File: src/design/bitr_pkg.sv
package bitr_pkg;

  // ------------------------------------------------------------
  // Error code layout
  // ------------------------------------------------------------
  localparam int unsigned ERR_W        = 10;
  localparam logic [9:0]  ERR_PASS     = 10'h000;
  localparam int unsigned BIT_PROG_MEM = 0;
  localparam int unsigned BIT_WORK_MEM = 1;
  localparam int unsigned BIT_STORAGE  = 2;
  localparam int unsigned BIT_ISOBUF   = 3;
  localparam int unsigned BIT_REF      = 4;
  localparam int unsigned BIT_LOOPBACK = 5;
  localparam int unsigned BIT_MAX_OUT  = 6;
  localparam int unsigned BIT_MIN_OUT  = 7;
  localparam int unsigned BIT_QTR_OUT  = 8;
  localparam int unsigned BIT_QTR_RB   = 9;
  localparam int unsigned NUM_SUB      = 10;
  localparam int unsigned NUM_CONF     = 5;
  localparam logic [9:0]  CONF_MASK    = 10'h01f;
  localparam logic [9:0]  EXT_MASK     = 10'h3ff;

  // ------------------------------------------------------------
  // Address switch bank
  // ------------------------------------------------------------
  localparam int unsigned ADDR_W       = 5;
  localparam logic [4:0]  ADDR_ALL_ON  = 5'h1f;

  // ------------------------------------------------------------
  // Beep counts per failing subtest
  // ------------------------------------------------------------
  localparam logic [2:0]  BEEPS_MEM      = 3'h1;
  localparam logic [2:0]  BEEPS_STORAGE  = 3'h2;
  localparam logic [2:0]  BEEPS_ISOBUF   = 3'h3;
  localparam logic [2:0]  BEEPS_REF      = 3'h6;
  localparam logic [2:0]  BEEPS_LOOPBACK = 3'h5;

  // ------------------------------------------------------------
  // Timing
  // ------------------------------------------------------------
  localparam int unsigned CLK_HZ       = 50_000_000;
  localparam int unsigned BEEP_ON_MS   = 200;
  localparam int unsigned BEEP_GAP_MS  = 200;
  localparam int unsigned BEEP_PAUSE_MS = 1000;
  localparam int unsigned TOGGLE_MS    = 500;
  localparam int unsigned BEEP_ON_CYC  = CLK_HZ / 1000 * BEEP_ON_MS;
  localparam int unsigned BEEP_GAP_CYC = CLK_HZ / 1000 * BEEP_GAP_MS;
  localparam int unsigned PAUSE_CYC    = CLK_HZ / 1000 * BEEP_PAUSE_MS;
  localparam int unsigned TOGGLE_CYC   = CLK_HZ / 1000 * TOGGLE_MS;
  localparam int unsigned SUB_TMO_CYC  = 1024;
  localparam int unsigned TMR_W        = 32;

  // ------------------------------------------------------------
  // Sequencer states
  // ------------------------------------------------------------
  typedef enum logic [2:0] {
    BITR_IDLE   = 3'b000,
    BITR_START  = 3'b001,
    BITR_WAIT   = 3'b010,
    BITR_NEXT   = 3'b011,
    BITR_BEEP   = 3'b100,
    BITR_GAP    = 3'b101,
    BITR_PAUSE  = 3'b110,
    BITR_BYPASS = 3'b111
  } bitr_state_e;

  typedef enum logic [1:0] {
    BITR_KIND_POWER = 2'b00,
    BITR_KIND_CONF  = 2'b01,
    BITR_KIND_EXT   = 2'b10,
    BITR_KIND_PER   = 2'b11
  } bitr_kind_e;

endpackage

File: src/design/bitr_top.sv
`timescale 1ns/1ps

// Overview of operation
// - Query returns zero on pass, else 1..1023
// - Every subtest runs even after a failure, except at power-up
// - Each failing subtest sets its own bit
// - Confidence test covers bits zero to four
// - Storage failure bit 2 sticks until calibration
// - Bits 5 to 9 only from extended test
// - Extended test checks one-volt limit, current mode
// - Extended test checks readback in both scales
// - Confidence test leaves output setting unchanged
// - Self-test at power-up, periodically, on command; queue, beep
// - Power-up beep counts per failing subtest
// - Power-up failure beeps, then repeats subtest until it passes
// - All switches on: skip test, toggle beeper
module bitr_top (
  // Clock and reset
  input  wire logic                        ref_clk,
  input  wire logic                        reset,
  // Address switch bank pins
  input  wire logic [bitr_pkg::ADDR_W-1:0] address_switch_bank,
  // Test requests from command parser
  input  wire logic                        conf_test_req,
  input  wire logic                        instrument_test_query,
  input  wire logic                        periodic_test_req,
  input  wire logic                        calibration_stored,
  // Subtest engine handshake
  output logic [bitr_pkg::NUM_SUB-1:0]     sub_start,
  input  wire logic                        sub_done,
  input  wire logic                        sub_fail,
  // Extended test analog controls, output hold for other tests
  output logic                             ext_current_mode,
  output logic                             ext_limit_1v,
  output logic                             ext_high_scale,
  output logic                             output_hold,
  // Results
  output logic [bitr_pkg::ERR_W-1:0]       result_code,
  output logic                             result_valid,
  output logic                             error_push,
  output logic [bitr_pkg::ERR_W-1:0]       error_push_code,
  output logic                             busy,
  output logic                             beeper
);
  import bitr_pkg::*;

  // ------------------------------------------------------------
  // Switch synchroniser
  // ------------------------------------------------------------
  logic [ADDR_W-1:0] sw_meta_reg;   // First stage
  logic [ADDR_W-1:0] sw_sync_reg;   // Second stage

  // Two flops before any logic reads the switches; no reset, so the
  // strap check right after release sees switches settled during reset
  always_ff @(posedge ref_clk) begin
    sw_meta_reg <= address_switch_bank;
    sw_sync_reg <= sw_meta_reg;
  end

  // ------------------------------------------------------------
  // Sequencer state
  // ------------------------------------------------------------
  bitr_state_e       state_reg,    state_next;     // Main state
  bitr_kind_e        kind_reg,     kind_next;      // Running test kind
  logic [3:0]        idx_reg,      idx_next;       // Subtest index
  logic [9:0]        code_reg,     code_next;      // Accumulated code
  logic [9:0]        res_reg,      res_next;       // Returned result
  logic              rv_reg,       rv_next;        // Result strobe
  logic              push_reg,     push_next;      // Queue strobe
  logic [9:0]        pcode_reg,    pcode_next;     // Queued code
  logic              stor_bad_reg, stor_bad_next;  // Sticky storage fault
  logic [TMR_W-1:0]  tmr_reg,      tmr_next;       // Beep/timeout timer
  logic [2:0]        beeps_reg,    beeps_next;     // Beeps left in group
  logic [9:0]        stor_code;                    // Sticky fault at its code bit
  logic              beep_reg,     beep_next;      // Beeper level
  logic              pwr_done_reg, pwr_done_next;  // Power-up test passed or bypass ended
  logic              strap_reg,    strap_next;     // Switch strap seen
  logic [9:0]        start_reg,    start_next;     // Subtest start pulses
  logic [3:0]        last_idx;                     // Last index for kind

  // Beep count lookup for a power-up subtest
  function automatic logic [2:0] beeps_for(input logic [3:0] i);
    unique case (i)
      4'h0, 4'h1: beeps_for = BEEPS_MEM;
      4'h2:       beeps_for = BEEPS_STORAGE;
      4'h3:       beeps_for = BEEPS_ISOBUF;
      4'h4:       beeps_for = BEEPS_REF;
      default:    beeps_for = BEEPS_LOOPBACK;
    endcase
  endfunction

  // Conf and power-up cover bits 0..4, extended covers 0..9
  assign last_idx = (kind_reg == BITR_KIND_EXT) ? 4'(NUM_SUB - 1)
                    : 4'(NUM_CONF - 1);

  // Sticky storage fault placed at its own code bit
  assign stor_code = {9'h000, stor_bad_reg} << BIT_STORAGE;

  // ------------------------------------------------------------
  // Next-state logic
  // ------------------------------------------------------------
  always_comb begin
    state_next    = state_reg;
    kind_next     = kind_reg;
    idx_next      = idx_reg;
    code_next     = code_reg;
    res_next      = res_reg;
    rv_next       = 1'b0;
    push_next     = 1'b0;
    pcode_next    = pcode_reg;
    stor_bad_next = stor_bad_reg;
    tmr_next      = tmr_reg;
    beeps_next    = beeps_reg;
    beep_next     = beep_reg;
    pwr_done_next = pwr_done_reg;
    strap_next    = 1'b1;
    start_next    = '0;
    // Storage fault clears only after stored calibration
    if (calibration_stored) begin
      stor_bad_next = 1'b0;
    end
    unique case (state_reg)
      BITR_IDLE: begin
        if (!strap_reg) begin
          // First cycle after release: decide bypass or power-up
          if (sw_sync_reg == ADDR_ALL_ON) begin
            state_next = BITR_BYPASS;
            tmr_next   = '0;
          end else begin
            kind_next  = BITR_KIND_POWER;
            idx_next   = 4'h0;
            code_next  = '0;
            state_next = BITR_START;
          end
        end else if (instrument_test_query) begin
          kind_next  = BITR_KIND_EXT;
          idx_next   = 4'h0;
          code_next  = '0;
          state_next = BITR_START;
        end else if (conf_test_req || periodic_test_req) begin
          kind_next  = conf_test_req ? BITR_KIND_CONF : BITR_KIND_PER;
          idx_next   = 4'h0;
          code_next  = '0;
          state_next = BITR_START;
        end
      end
      BITR_START: begin
        // Launch the current subtest
        start_next[idx_reg] = 1'b1;
        tmr_next            = '0;
        state_next          = BITR_WAIT;
      end
      BITR_WAIT: begin
        tmr_next = tmr_reg + 1'b1;
        if (sub_done || tmr_reg == TMR_W'(SUB_TMO_CYC)) begin
          // Timeout counts as failure
          if (sub_fail || !sub_done) begin
            code_next[idx_reg] = 1'b1;
            if (idx_reg == 4'(BIT_STORAGE)) begin
              stor_bad_next = 1'b1;
            end
          end
          if (kind_reg == BITR_KIND_POWER && (sub_fail || !sub_done)) begin
            // Power-up failure: beep group then rerun same subtest
            beeps_next = beeps_for(idx_reg);
            tmr_next   = '0;
            beep_next  = 1'b1;
            state_next = BITR_BEEP;
          end else begin
            state_next = BITR_NEXT;
          end
        end
      end
      BITR_NEXT: begin
        if (idx_reg == last_idx) begin
          // Whole pass done; storage fault stays sticky
          res_next = code_reg | stor_code;
          if (kind_reg == BITR_KIND_CONF || kind_reg == BITR_KIND_EXT) begin
            rv_next = 1'b1;
          end
          if (code_reg != '0 || stor_bad_reg) begin
            push_next  = 1'b1;
            pcode_next = code_reg | stor_code;
          end
          if (kind_reg == BITR_KIND_POWER) begin
            pwr_done_next = 1'b1;
          end
          state_next = BITR_IDLE;
        end else begin
          idx_next   = idx_reg + 1'b1;
          state_next = BITR_START;
        end
      end
      BITR_BEEP: begin
        tmr_next = tmr_reg + 1'b1;
        if (tmr_reg == TMR_W'(BEEP_ON_CYC - 1)) begin
          beep_next  = 1'b0;
          tmr_next   = '0;
          beeps_next = beeps_reg - 1'b1;
          state_next = (beeps_reg == 3'h1) ? BITR_PAUSE : BITR_GAP;
        end
      end
      BITR_GAP: begin
        tmr_next = tmr_reg + 1'b1;
        if (tmr_reg == TMR_W'(BEEP_GAP_CYC - 1)) begin
          beep_next  = 1'b1;
          tmr_next   = '0;
          state_next = BITR_BEEP;
        end
      end
      BITR_PAUSE: begin
        tmr_next = tmr_reg + 1'b1;
        if (tmr_reg == TMR_W'(PAUSE_CYC - 1)) begin
          push_next  = 1'b1;
          pcode_next = code_reg;
          state_next = BITR_START;
        end
      end
      BITR_BYPASS: begin
        tmr_next = tmr_reg + 1'b1;
        if (tmr_reg == TMR_W'(TOGGLE_CYC - 1)) begin
          beep_next = ~beep_reg;
          tmr_next  = '0;
        end
        if (sw_sync_reg != ADDR_ALL_ON) begin
          beep_next     = 1'b0;
          pwr_done_next = 1'b1;
          state_next    = BITR_IDLE;
        end
      end
    endcase
  end

  // ------------------------------------------------------------
  // Registers
  // ------------------------------------------------------------
  always_ff @(posedge ref_clk) begin
    if (reset) begin
      state_reg    <= BITR_IDLE;
      kind_reg     <= BITR_KIND_POWER;
      idx_reg      <= 4'h0;
      code_reg     <= ERR_PASS;
      res_reg      <= ERR_PASS;
      rv_reg       <= 1'b0;
      push_reg     <= 1'b0;
      pcode_reg    <= ERR_PASS;
      stor_bad_reg <= 1'b0;
      tmr_reg      <= '0;
      beeps_reg    <= 3'h0;
      beep_reg     <= 1'b0;
      pwr_done_reg <= 1'b0;
      strap_reg    <= 1'b0;
      start_reg    <= '0;
    end else begin
      state_reg    <= state_next;
      kind_reg     <= kind_next;
      idx_reg      <= idx_next;
      code_reg     <= code_next;
      res_reg      <= res_next;
      rv_reg       <= rv_next;
      push_reg     <= push_next;
      pcode_reg    <= pcode_next;
      stor_bad_reg <= stor_bad_next;
      tmr_reg      <= tmr_next;
      beeps_reg    <= beeps_next;
      beep_reg     <= beep_next;
      pwr_done_reg <= pwr_done_next;
      strap_reg    <= strap_next;
      start_reg    <= start_next;
    end
  end

  // ------------------------------------------------------------
  // Outputs
  // ------------------------------------------------------------
  assign sub_start        = start_reg;
  assign result_code      = res_reg;
  assign result_valid     = rv_reg;
  assign error_push       = push_reg;
  assign error_push_code  = pcode_reg;
  assign busy             = (state_reg != BITR_IDLE) || !pwr_done_reg;
  assign beeper           = beep_reg;
  // Limit step runs in current mode with one-volt limit
  assign ext_current_mode = (kind_reg == BITR_KIND_EXT) && (idx_reg == 4'(BIT_LOOPBACK))
                            && (state_reg == BITR_WAIT);
  assign ext_limit_1v     = ext_current_mode;
  // Readback step: high scale for max output, low for quarter scale
  assign ext_high_scale   = (kind_reg == BITR_KIND_EXT) && (idx_reg != 4'(BIT_QTR_RB));
  // Output setting frozen while any test other than the extended test runs
  assign output_hold      = (state_reg != BITR_IDLE) && (kind_reg != BITR_KIND_EXT);

endmodule

File: config.mk
export PLATFORM = sky130hd
export DESIGN_NAME = bitr_top
export DESIGN_NICKNAME = d
export VERILOG_FILES = /design/src/design/bitr_pkg.sv /design/src/design/bitr_top.sv
export SDC_FILE = /design/constraint.sdc
export NUM_CORES = 1
export LEC_CHECK = 0
export ABC_CLOCK_PERIOD_IN_PS = 4600
export BUFFER_PORTS_ARGS = -buffer_cell sky130_fd_sc_hd__buf_2
export CORE_UTILIZATION = 63
export DETAILED_ROUTE_END_ITERATION = 8
export GPL_TIMING_DRIVEN = 0
export PLACE_DENSITY = 0.81
export SKIP_CTS_REPAIR_TIMING = 1
export SYNTH_ARGS = -nofsm -noshare
export SYNTH_HDL_FRONTEND = slang
export SYNTH_SLANG_ARGS = --single-unit
File: constraint.sdc
create_clock -name ref_clk -period 4.6 [get_ports ref_clk]
set_clock_uncertainty 0.1 [all_clocks]
set_input_delay 0.92 -clock ref_clk [delete_from_list [all_inputs] [get_ports ref_clk]]
set_output_delay 0.92 -clock ref_clk [all_outputs]
set_load 0.02 [all_outputs]
Word-level counts from Yosys, hierarchy flattened
Index checks and enable logic that the tools add are counted.
{"block": "classes", "n_eq_ne": 42, "n_mux": 72, "n_addsub": 3, "reduce_logical": 40, "n_bitwise": 6, "n_lt_le_gt_ge": 2}
{"cell": "32-bit 2-to-1 mux", "count": 6}
{"cell": "32-bit one-hot mux with 6 select lines", "count": 1}
{"cell": "10-bit 2-to-1 mux", "count": 9}
{"cell": "10-bit one-hot mux with 2 select lines", "count": 2}
{"cell": "3-bit 2-to-1 mux", "count": 13}
{"cell": "32-bit by 1-bit adder with 32-bit output, second input constant", "count": 1}
{"cell": "32-bit by 11-bit equality test with 1-bit output, second input constant", "count": 1}
{"cell": "32-bit by 24-bit equality test with 1-bit output, second input constant", "count": 1}
{"cell": "32-bit by 25-bit equality test with 1-bit output, second input constant", "count": 1}
{"cell": "32-bit by 26-bit equality test with 1-bit output, second input constant", "count": 1}
{"cell": "2-bit inequality test, second input constant", "count": 15}
{"cell": "4-bit 2-to-1 mux", "count": 6}
{"cell": "3-bit one-hot mux with 8 select lines", "count": 1}
{"cell": "1-bit 2-to-1 mux", "count": 21}
{"cell": "4-bit AND reduction", "count": 4}
{"cell": "3-bit equality test, second input constant", "count": 4}
{"cell": "2-bit 2-to-1 mux", "count": 6}
{"cell": "3-bit one-hot mux with 4 select lines", "count": 1}
{"cell": "6-bit AND reduction", "count": 2}
{"cell": "10-bit bitwise OR", "count": 1}
{"cell": "10-bit by 3-bit bitwise OR with 10-bit output", "count": 1}
{"cell": "10-bit nonzero test", "count": 1}
{"cell": "2-bit nonzero test", "count": 5}
{"cell": "4-bit by 2-bit equality test with 1-bit output, second input constant", "count": 2}
{"cell": "other kinds (36)", "count": 59}
{"block": "totals", "input_bits": 13, "regBits": 100, "elab_cells": 182}

Logic depth before layout (Yosys ltp)
Gate-level depths: netlist of the first run.
{"block": "logic_depth", "word_depth": 8, "ltp_mapped": 9, "ltp_nobuf": 8}

Worst setup path after synthesis of the first run
No wires, ideal clock.
{"block": "synth_timing", "path_type": "in2reg", "from": "input instrument_test_query", "to": "register state_reg[2]", "arrival_time_ns": 2.243, "stages": 6, "path_slack_ns": 2.143, "setup_ns": 0.114, "n_path_buf": 0, "cell_sequence": "nand2b_1 or3_1 or2_2 o211ai_1 a2111oi_0 a2111oi_0"}
{"block": "synth_between", "elab_chain_cells": 3, "word_cells_on_any_way": 5, "classes_between": "1 x eq/ne; 3 x mux; 1 x reduce/logical"}
{"element": "start: declaration", "line_no": "bitr_top.sv:25", "source": "input wire logic instrument_test_query,"}
{"element": "3-bit 2-to-1 mux", "line_no": "bitr_top.sv:135", "source": "end else if (instrument_test_query) begin"}
{"element": "3-bit 2-to-1 mux", "line_no": "bitr_top.sv:124", "source": "if (!strap_reg) begin"}
{"element": "3-bit one-hot mux with 8 select lines", "line_no": "bitr_top.sv:122", "source": "unique case (state_reg)"}
{"element": "end signal: assignment", "line_no": "bitr_top.sv:255", "source": "state_reg <= state_next;"}
{"element": "end: declaration", "line_no": "bitr_top.sv:63", "source": "bitr_state_e state_reg, state_next;"}
Parallel ways exist; a longest one is shown, timed or not.
A chain may end at the register's enable or synchronous reset.

Final worst setup path of the first run
{"block": "layout_timing", "from": "register state_reg[1]", "to": "output ext_limit_1v"}
{"block": "layout_between", "elab_chain_cells": 2}
{"element": "3-bit by 2-bit equality test with 1-bit output", "line_no": "bitr_top.sv:285", "source": "&& (state_reg == BITR_WAIT);"}
{"element": "1-bit logical AND", "line_no": "bitr_top.sv:285"}
{"element": "end: declaration", "line_no": "bitr_top.sv:34", "source": "output logic ext_limit_1v,"}
No other way between the ends.

==> impl_metrics.yaml, run 1 <==
power_and_ir_drop:
  leakage_nw: 2.04
  powerDensity_nw_per_um2: 402
  peakVddDrop_mv: 0.291
drt:
  drt-initial-drc-count: 404
  vias: 4393
  drtPass1Iterations: 5
  vias_per_cell: 6.19
  avgRoutedWirePerCell_um: 17.2
  ant_nets: 0
  post-route-drc-count: 0
  drt_wl_total_mm: 12.2
floorplanning:
  rows: 31
  io-pin-count: 51
  core-area_um2: 7290
  dieArea_um2: 7900
  die_x_um: 88.9
  start_util: 0.652
  dieHeight_um: 88.9
global_routing:
  grt_pass1_vias: 4124
  grt_max_degree: 19
  grt_antenna_before_repair: 0
  track_usage: 0.330
  grt_pass1_wl_mm: 19.9
  grt_remaining_overflow: 0
setup_path:
  crit_required_ns: 3.58
  path_delay_family: "simple AND/OR/NAND/NOR gates"
  crit_arrival_ns: 2.15
  crit_path_start_kind: "flop"
  endpoint_kind: "output port"
  cp_max_fo: 10
  cpPeakStageDelay_ns: 0.52
  path_common_cell: "buf_2"
  cp_slowest_cell: "nor3_2"
  r2r_slack_ns: 1.58
  critPathBufInv: 4
  crit_chain: "buf_2 > inv_1 > nor3_2 > and4_1 > buf_4 > buf_2"
  crit_type: "flop to output port"
place:
  place_ws_ns: 1.46
  dp_hpwl_mm: 9.17
  place_inst: 694
  globalplace.congestion: 0.951
  io_buffers: 49
  place_area_um2: 5130
cts:
  clk_path_buf_depth: 2
  path_clk_slew_ns: 0.10
  clock-sinks: 100
  cts_buffers: 9
  cts-htree-levels: 3
  cts_tree: "done"
  clock-root-buffer: "clkbuf_8"
  clock_latency_ns: 0.36
yosys:
  seq_area_frac_synth: 0.421
  synthArstFlopShare: 0
  synth.avg_cell_area_um2: 8.71
  synth.distinct_cells: 67
  postSynthCellCount: 546
  synth_edf_count: 0
  syn-cell-area_um2: 4760
  synth_flop_cell: "dfxtp_1"
  syn_nets: 569
  ys_seq_elements: 100
  yosys_warnings: 0
min_path:
  hold_path_class: "flop to flop"
cells_and_area:
  layout-drive-gt1-share: 0.160
  nNetsFinal: 629
  area_growth_pct: 11.6
  utilization: 0.728
  stdcell_count: 710
  stdcell_area_um2: 5310
  diodes: 0
  largest_reg_flops: 32
sta:
  setup_tns_ns: 0
  post-route-period-util: 0.689
  max_freq_mhz: 315
  max_slew_margin: 0.472
  final.min_clock_period_ns: 3.17
  rsz0062_at_grt: "false"
  final-setup-viol-count: 0
  final.setup.worst_slack_ns: 1.43
  worstMarginPinSlew_ns: 0.783
  hold_viol_final: 0
  maxSlewViolCount: 0
flow_run:
  cap_violations: 0
outcome:
  status: "finished, final reports clean"
[path summary, 6_finish.rpt]
path / cells past startpoint / from / to
hold reg to reg: 0 / sw_meta_reg[4] / sw_sync_reg[4]
setup reg to reg: 7 / tmr_reg[0] / state_reg[2]
hold / removal: 0 / sw_meta_reg[4] / sw_sync_reg[4]
setup / recovery: 6 / state_reg[1] / ext_limit_1v
[through the flow]
| step | power [W] | hold slack (ns) |
|---|---|---|
| 3_3_place_gp | 0.00159 | 0.210 |
| 3_5_place_dp | 0.00160 | 0.212 |
| 2_1_floorplan | 0.00142 | 0.210 |
| 5_1_grt | 0.00224 | 0.248 |
| 4_1_cts | 0.00213 | 0.235 |
| 6_report | 0.00213 | 0.235 |
[routing by layer]
| metal | GRT usage | routed length [µm] | vias up | share of wire |
|---|---|---|---|---|
| li1 | - | - | 2077 | - |
| met1 | 0.392 | 5020 | 2092 | 0.41 |
| met2 | 0.575 | 6140 | 177 | 0.50 |
| met3 | 0.0508 | 575 | 47 | 0.047 |
| met4 | 0.174 | 489 | 0 | 0.040 |
| met5 | 0 | 0 | - | 0 |
[cell type report]
type | count | area [µm²]
clock inverter | 6 | 53.8
multi-input combinational | 390 | 2510
inverter | 28 | 105
clock buffer | 10 | 128
fill | 618 | 1980
buffer | 28 | 143
tap | 99 | 124
sequential | 100 | 2000
timing repair buffer | 49 | 245
[placed cells by master (no fill, tap or decap), types with 3 or more instances in the layout]
cell and count:
nand2_1 36, buf_4 4, a211oi_1 6, and2_1 11, nor2b_1 6, nand3_1 20
mux2i_1 19, clkbuf_8 9, xor2_1 23, a31oi_1 14, buf_2 61, nand4_1 27
nor3_1 12, xnor2_1 3, a211o_1 3, ha_1 10, o21ai_1 3, dfxtp_1 100
o21bai_1 4, nor4_1 8, o211ai_1 4, clkbuf_1 10, o31ai_1 4, a21oi_1 8
and3_1 12, or3_1 7, and4_1 6, inv_1 27, o21ai_0 15, nor2_1 81
o32a_1 5, or2_2 3
[power breakdown]
part           internal [W]  switching [W]
clock network      0.000209       0.000328
registers          0.000915      0.0000382
logic              0.000192       0.000451
[synthesized netlist by cell type, drive strengths merged, types with 12 or more instances]
| cell type | count | area [µm²] |
|---|---|---|
| dfxtp | 100 | 2000 |
| nor3 | 14 | 80.1 |
| and3 | 12 | 75.1 |
| xor2 | 23 | 201 |
| nand4 | 27 | 169 |
| mux2i | 19 | 190 |
| inv | 28 | 105 |
| nand3 | 20 | 100 |
| a31oi | 15 | 100 |
| o21ai | 19 | 106 |
| nor2 | 81 | 304 |
| nand2 | 36 | 135 |
| buf | 19 | 109 |
[cells by family (layout without fill, tap and decap cells)]
group	after synthesis	in the layout	share of synthesized area
flops	100	100	0.421
fa+ha+maj	10	10	0.0263
compound gates	91	91	0.143
buf+inv	56	121	0.0521
xor+xnor	26	26	0.0479
simple gates	244	244	0.270
mux	19	19	0.0400
Power figures use the tool's default switching activity.
==> run 2: changes to the inputs <==
--- a/config.mk
+++ b/config.mk
@@ -5,12 +5,12 @@
 export SDC_FILE = /design/constraint.sdc
 export NUM_CORES = 1
 export LEC_CHECK = 0
-export ABC_CLOCK_PERIOD_IN_PS = 4600
+export ABC_CLOCK_PERIOD_IN_PS = 2800
 export BUFFER_PORTS_ARGS = -buffer_cell sky130_fd_sc_hd__buf_2
-export CORE_UTILIZATION = 63
+export CORE_UTILIZATION = 53
 export DETAILED_ROUTE_END_ITERATION = 8
 export GPL_TIMING_DRIVEN = 0
-export PLACE_DENSITY = 0.81
+export PLACE_DENSITY = 0.72
 export SKIP_CTS_REPAIR_TIMING = 1
 export SYNTH_ARGS = -nofsm -noshare
 export SYNTH_HDL_FRONTEND = slang
==> constraint.sdc (replaced) <==
create_clock -name ref_clk -period 2.8 [get_ports ref_clk]
set_clock_uncertainty 0.1 [all_clocks]
set_input_delay 0.56 -clock ref_clk [delete_from_list [all_inputs] [get_ports ref_clk]]
set_output_delay 0.56 -clock ref_clk [all_outputs]
set_load 0.02 [all_outputs]
==> impl_metrics.yaml, run 2 (synthesis gave the netlist of run 1 again) <==
outcome:
  status: "finished, final reports clean"
setup_path:
  endpoint_kind: "flop"
  crit_chain: "ha_2 > nand3_1 > or3_1 > nor4_4 > o211ai_1 > a2111oi_2 > a2111oi_0"
  crit_type: "flop to flop"
  cpPeakStageDelay_ns: 0.52
  cp_slowest_cell: "or3_1"
  cp_max_fo: 6
  crit_arrival_ns: 2.81
  crit_path_start_kind: "flop"
  crit_required_ns: 2.92
drt:
  vias: 4326
  drt-initial-drc-count: 397
  post-route-drc-count: 0
  ant_nets: 0
  vias_per_cell: 6.00
  drt_wl_total_mm: 12.5
  avgRoutedWirePerCell_um: 17.3
  drtPass1Iterations: 6
global_routing:
  track_usage: 0.270
  grt_pass1_wl_mm: 20.2
  grt_max_degree: 20
  grt_remaining_overflow: 0
  grt_antenna_before_repair: 0
  grt_pass1_vias: 3893
floorplanning:
  core-area_um2: 8720
  die_x_um: 96.7
  rows: 34
  dieArea_um2: 9360
  start_util: 0.545
  io-pin-count: 51
  dieHeight_um: 96.7
cells_and_area:
  stdcell_area_um2: 5390
  nNetsFinal: 631
  layout_commonest_cell: "dfxtp_1"
  diodes: 0
  largest_reg_flops: 32
  area_growth_pct: 13.4
  layout_common_cells: "dfxtp_1 (99), nor2_1 (81), buf_2 (61)"
  layout-drive-gt1-share: 0.173
power_and_ir_drop:
  p_int_w: 0.00218
  powerDensity_nw_per_um2: 662
  peakVddDrop_mv: 0.388
  p_switching_w: 0.00139
  switching_share: 0.389
  power_frac_clock: 0.256
  pwr-share-comb: 0.303
  leakage_nw: 2.09
  seqPwrFrac: 0.442
  power_w: 0.00357
min_path:
  hold_path_class: "input pin to flop"
place:
  globalplace.congestion: 0.926
  place_area_um2: 5140
  dp_hpwl_mm: 9.13
  place_ws_ns: -0.283
  io_buffers: 49
sta:
  final.setup.worst_slack_ns: 0.107
  max_slew_margin: 0.461
  max_freq_mhz: 371
  maxSlewViolCount: 0
  post-route-period-util: 0.962
  final-setup-viol-count: 0
  rsz0062_at_grt: "false"
  worstMarginPinSlew_ns: 0.801
  setup_tns_ns: 0
  whs_ns: 0.178
  final.min_clock_period_ns: 2.69
  hold_viol_final: 0
cts:
  cts_tree: "done"
  path_clk_slew_ns: 0.11
  clk_path_buf_depth: 2
  cts_buffers: 9
  clock-sinks: 100
  clock_latency_ns: 0.37
  clock-root-buffer: "clkbuf_8"
  cts-htree-levels: 3
flow_run:
  cap_violations: 0
==> run 2: per-stage QoR <==
stage                     instances   util
after global placement          703  0.589
after global routing            721  0.618
after floorplan                 546      -
after detailed placement        703  0.589
final                           721  0.618
after CTS                       719  0.611
==> run 2: power by group through the flow <==
stage | combinational (W) | sequential, W | clock [W]
after floorplan | 0.000726 | 0.00160 | 0
after global placement | 0.00103 | 0.00160 | 0
after detailed placement | 0.00104 | 0.00160 | 0
after CTS | 0.00105 | 0.00157 | 0.000930
after global routing | 0.00119 | 0.00159 | 0.000972
final | 0.00108 | 0.00158 | 0.000913
==> run 2: area by class of cell <==
type	count	area (µm²)
fill	767	3330
sequential	100	2000
buffer	28	143
clock inverter	7	70.1
multi-input combinational	390	2550
tap	108	135
inverter	28	105
clock buffer	9	124
timing repair buffer	51	260
==> run 2: path summary, 6_finish.rpt <==
| check | slack, ns | depth (start not counted) | end | start |
|---|---|---|---|---|
| worst min-delay path | 0.18 | 1 | sw_meta_reg[3] | address_switch_bank[3] |
| worst min register to register | 0.23 | 0 | sw_sync_reg[2] | sw_meta_reg[2] |
| worst max-delay path | 0.11 | 7 | state_reg[2] | tmr_reg[1] |
| worst max register to register | 0.11 | 7 | state_reg[2] | tmr_reg[1] |
==> run 2: worst max-delay path: cells and delay by family (launching register included) <==
family | cells | cell delay (ns)
flip-flops | 1 | 0.40
adder cells (fa/ha/maj) | 1 | 0.25
AND/OR/NAND/NOR | 3 | 1.06
AO/OA/AOI/OAI | 3 | 0.73
==> run 2: per-layer routing <==
layer	vias up	global-route usage	wire length, µm
met4	0	0.0700	111
li1	2086	-	-
met5	-	0	0
met3	13	0.0600	1190
met1	2036	0.409	5870
met2	191	0.385	5290
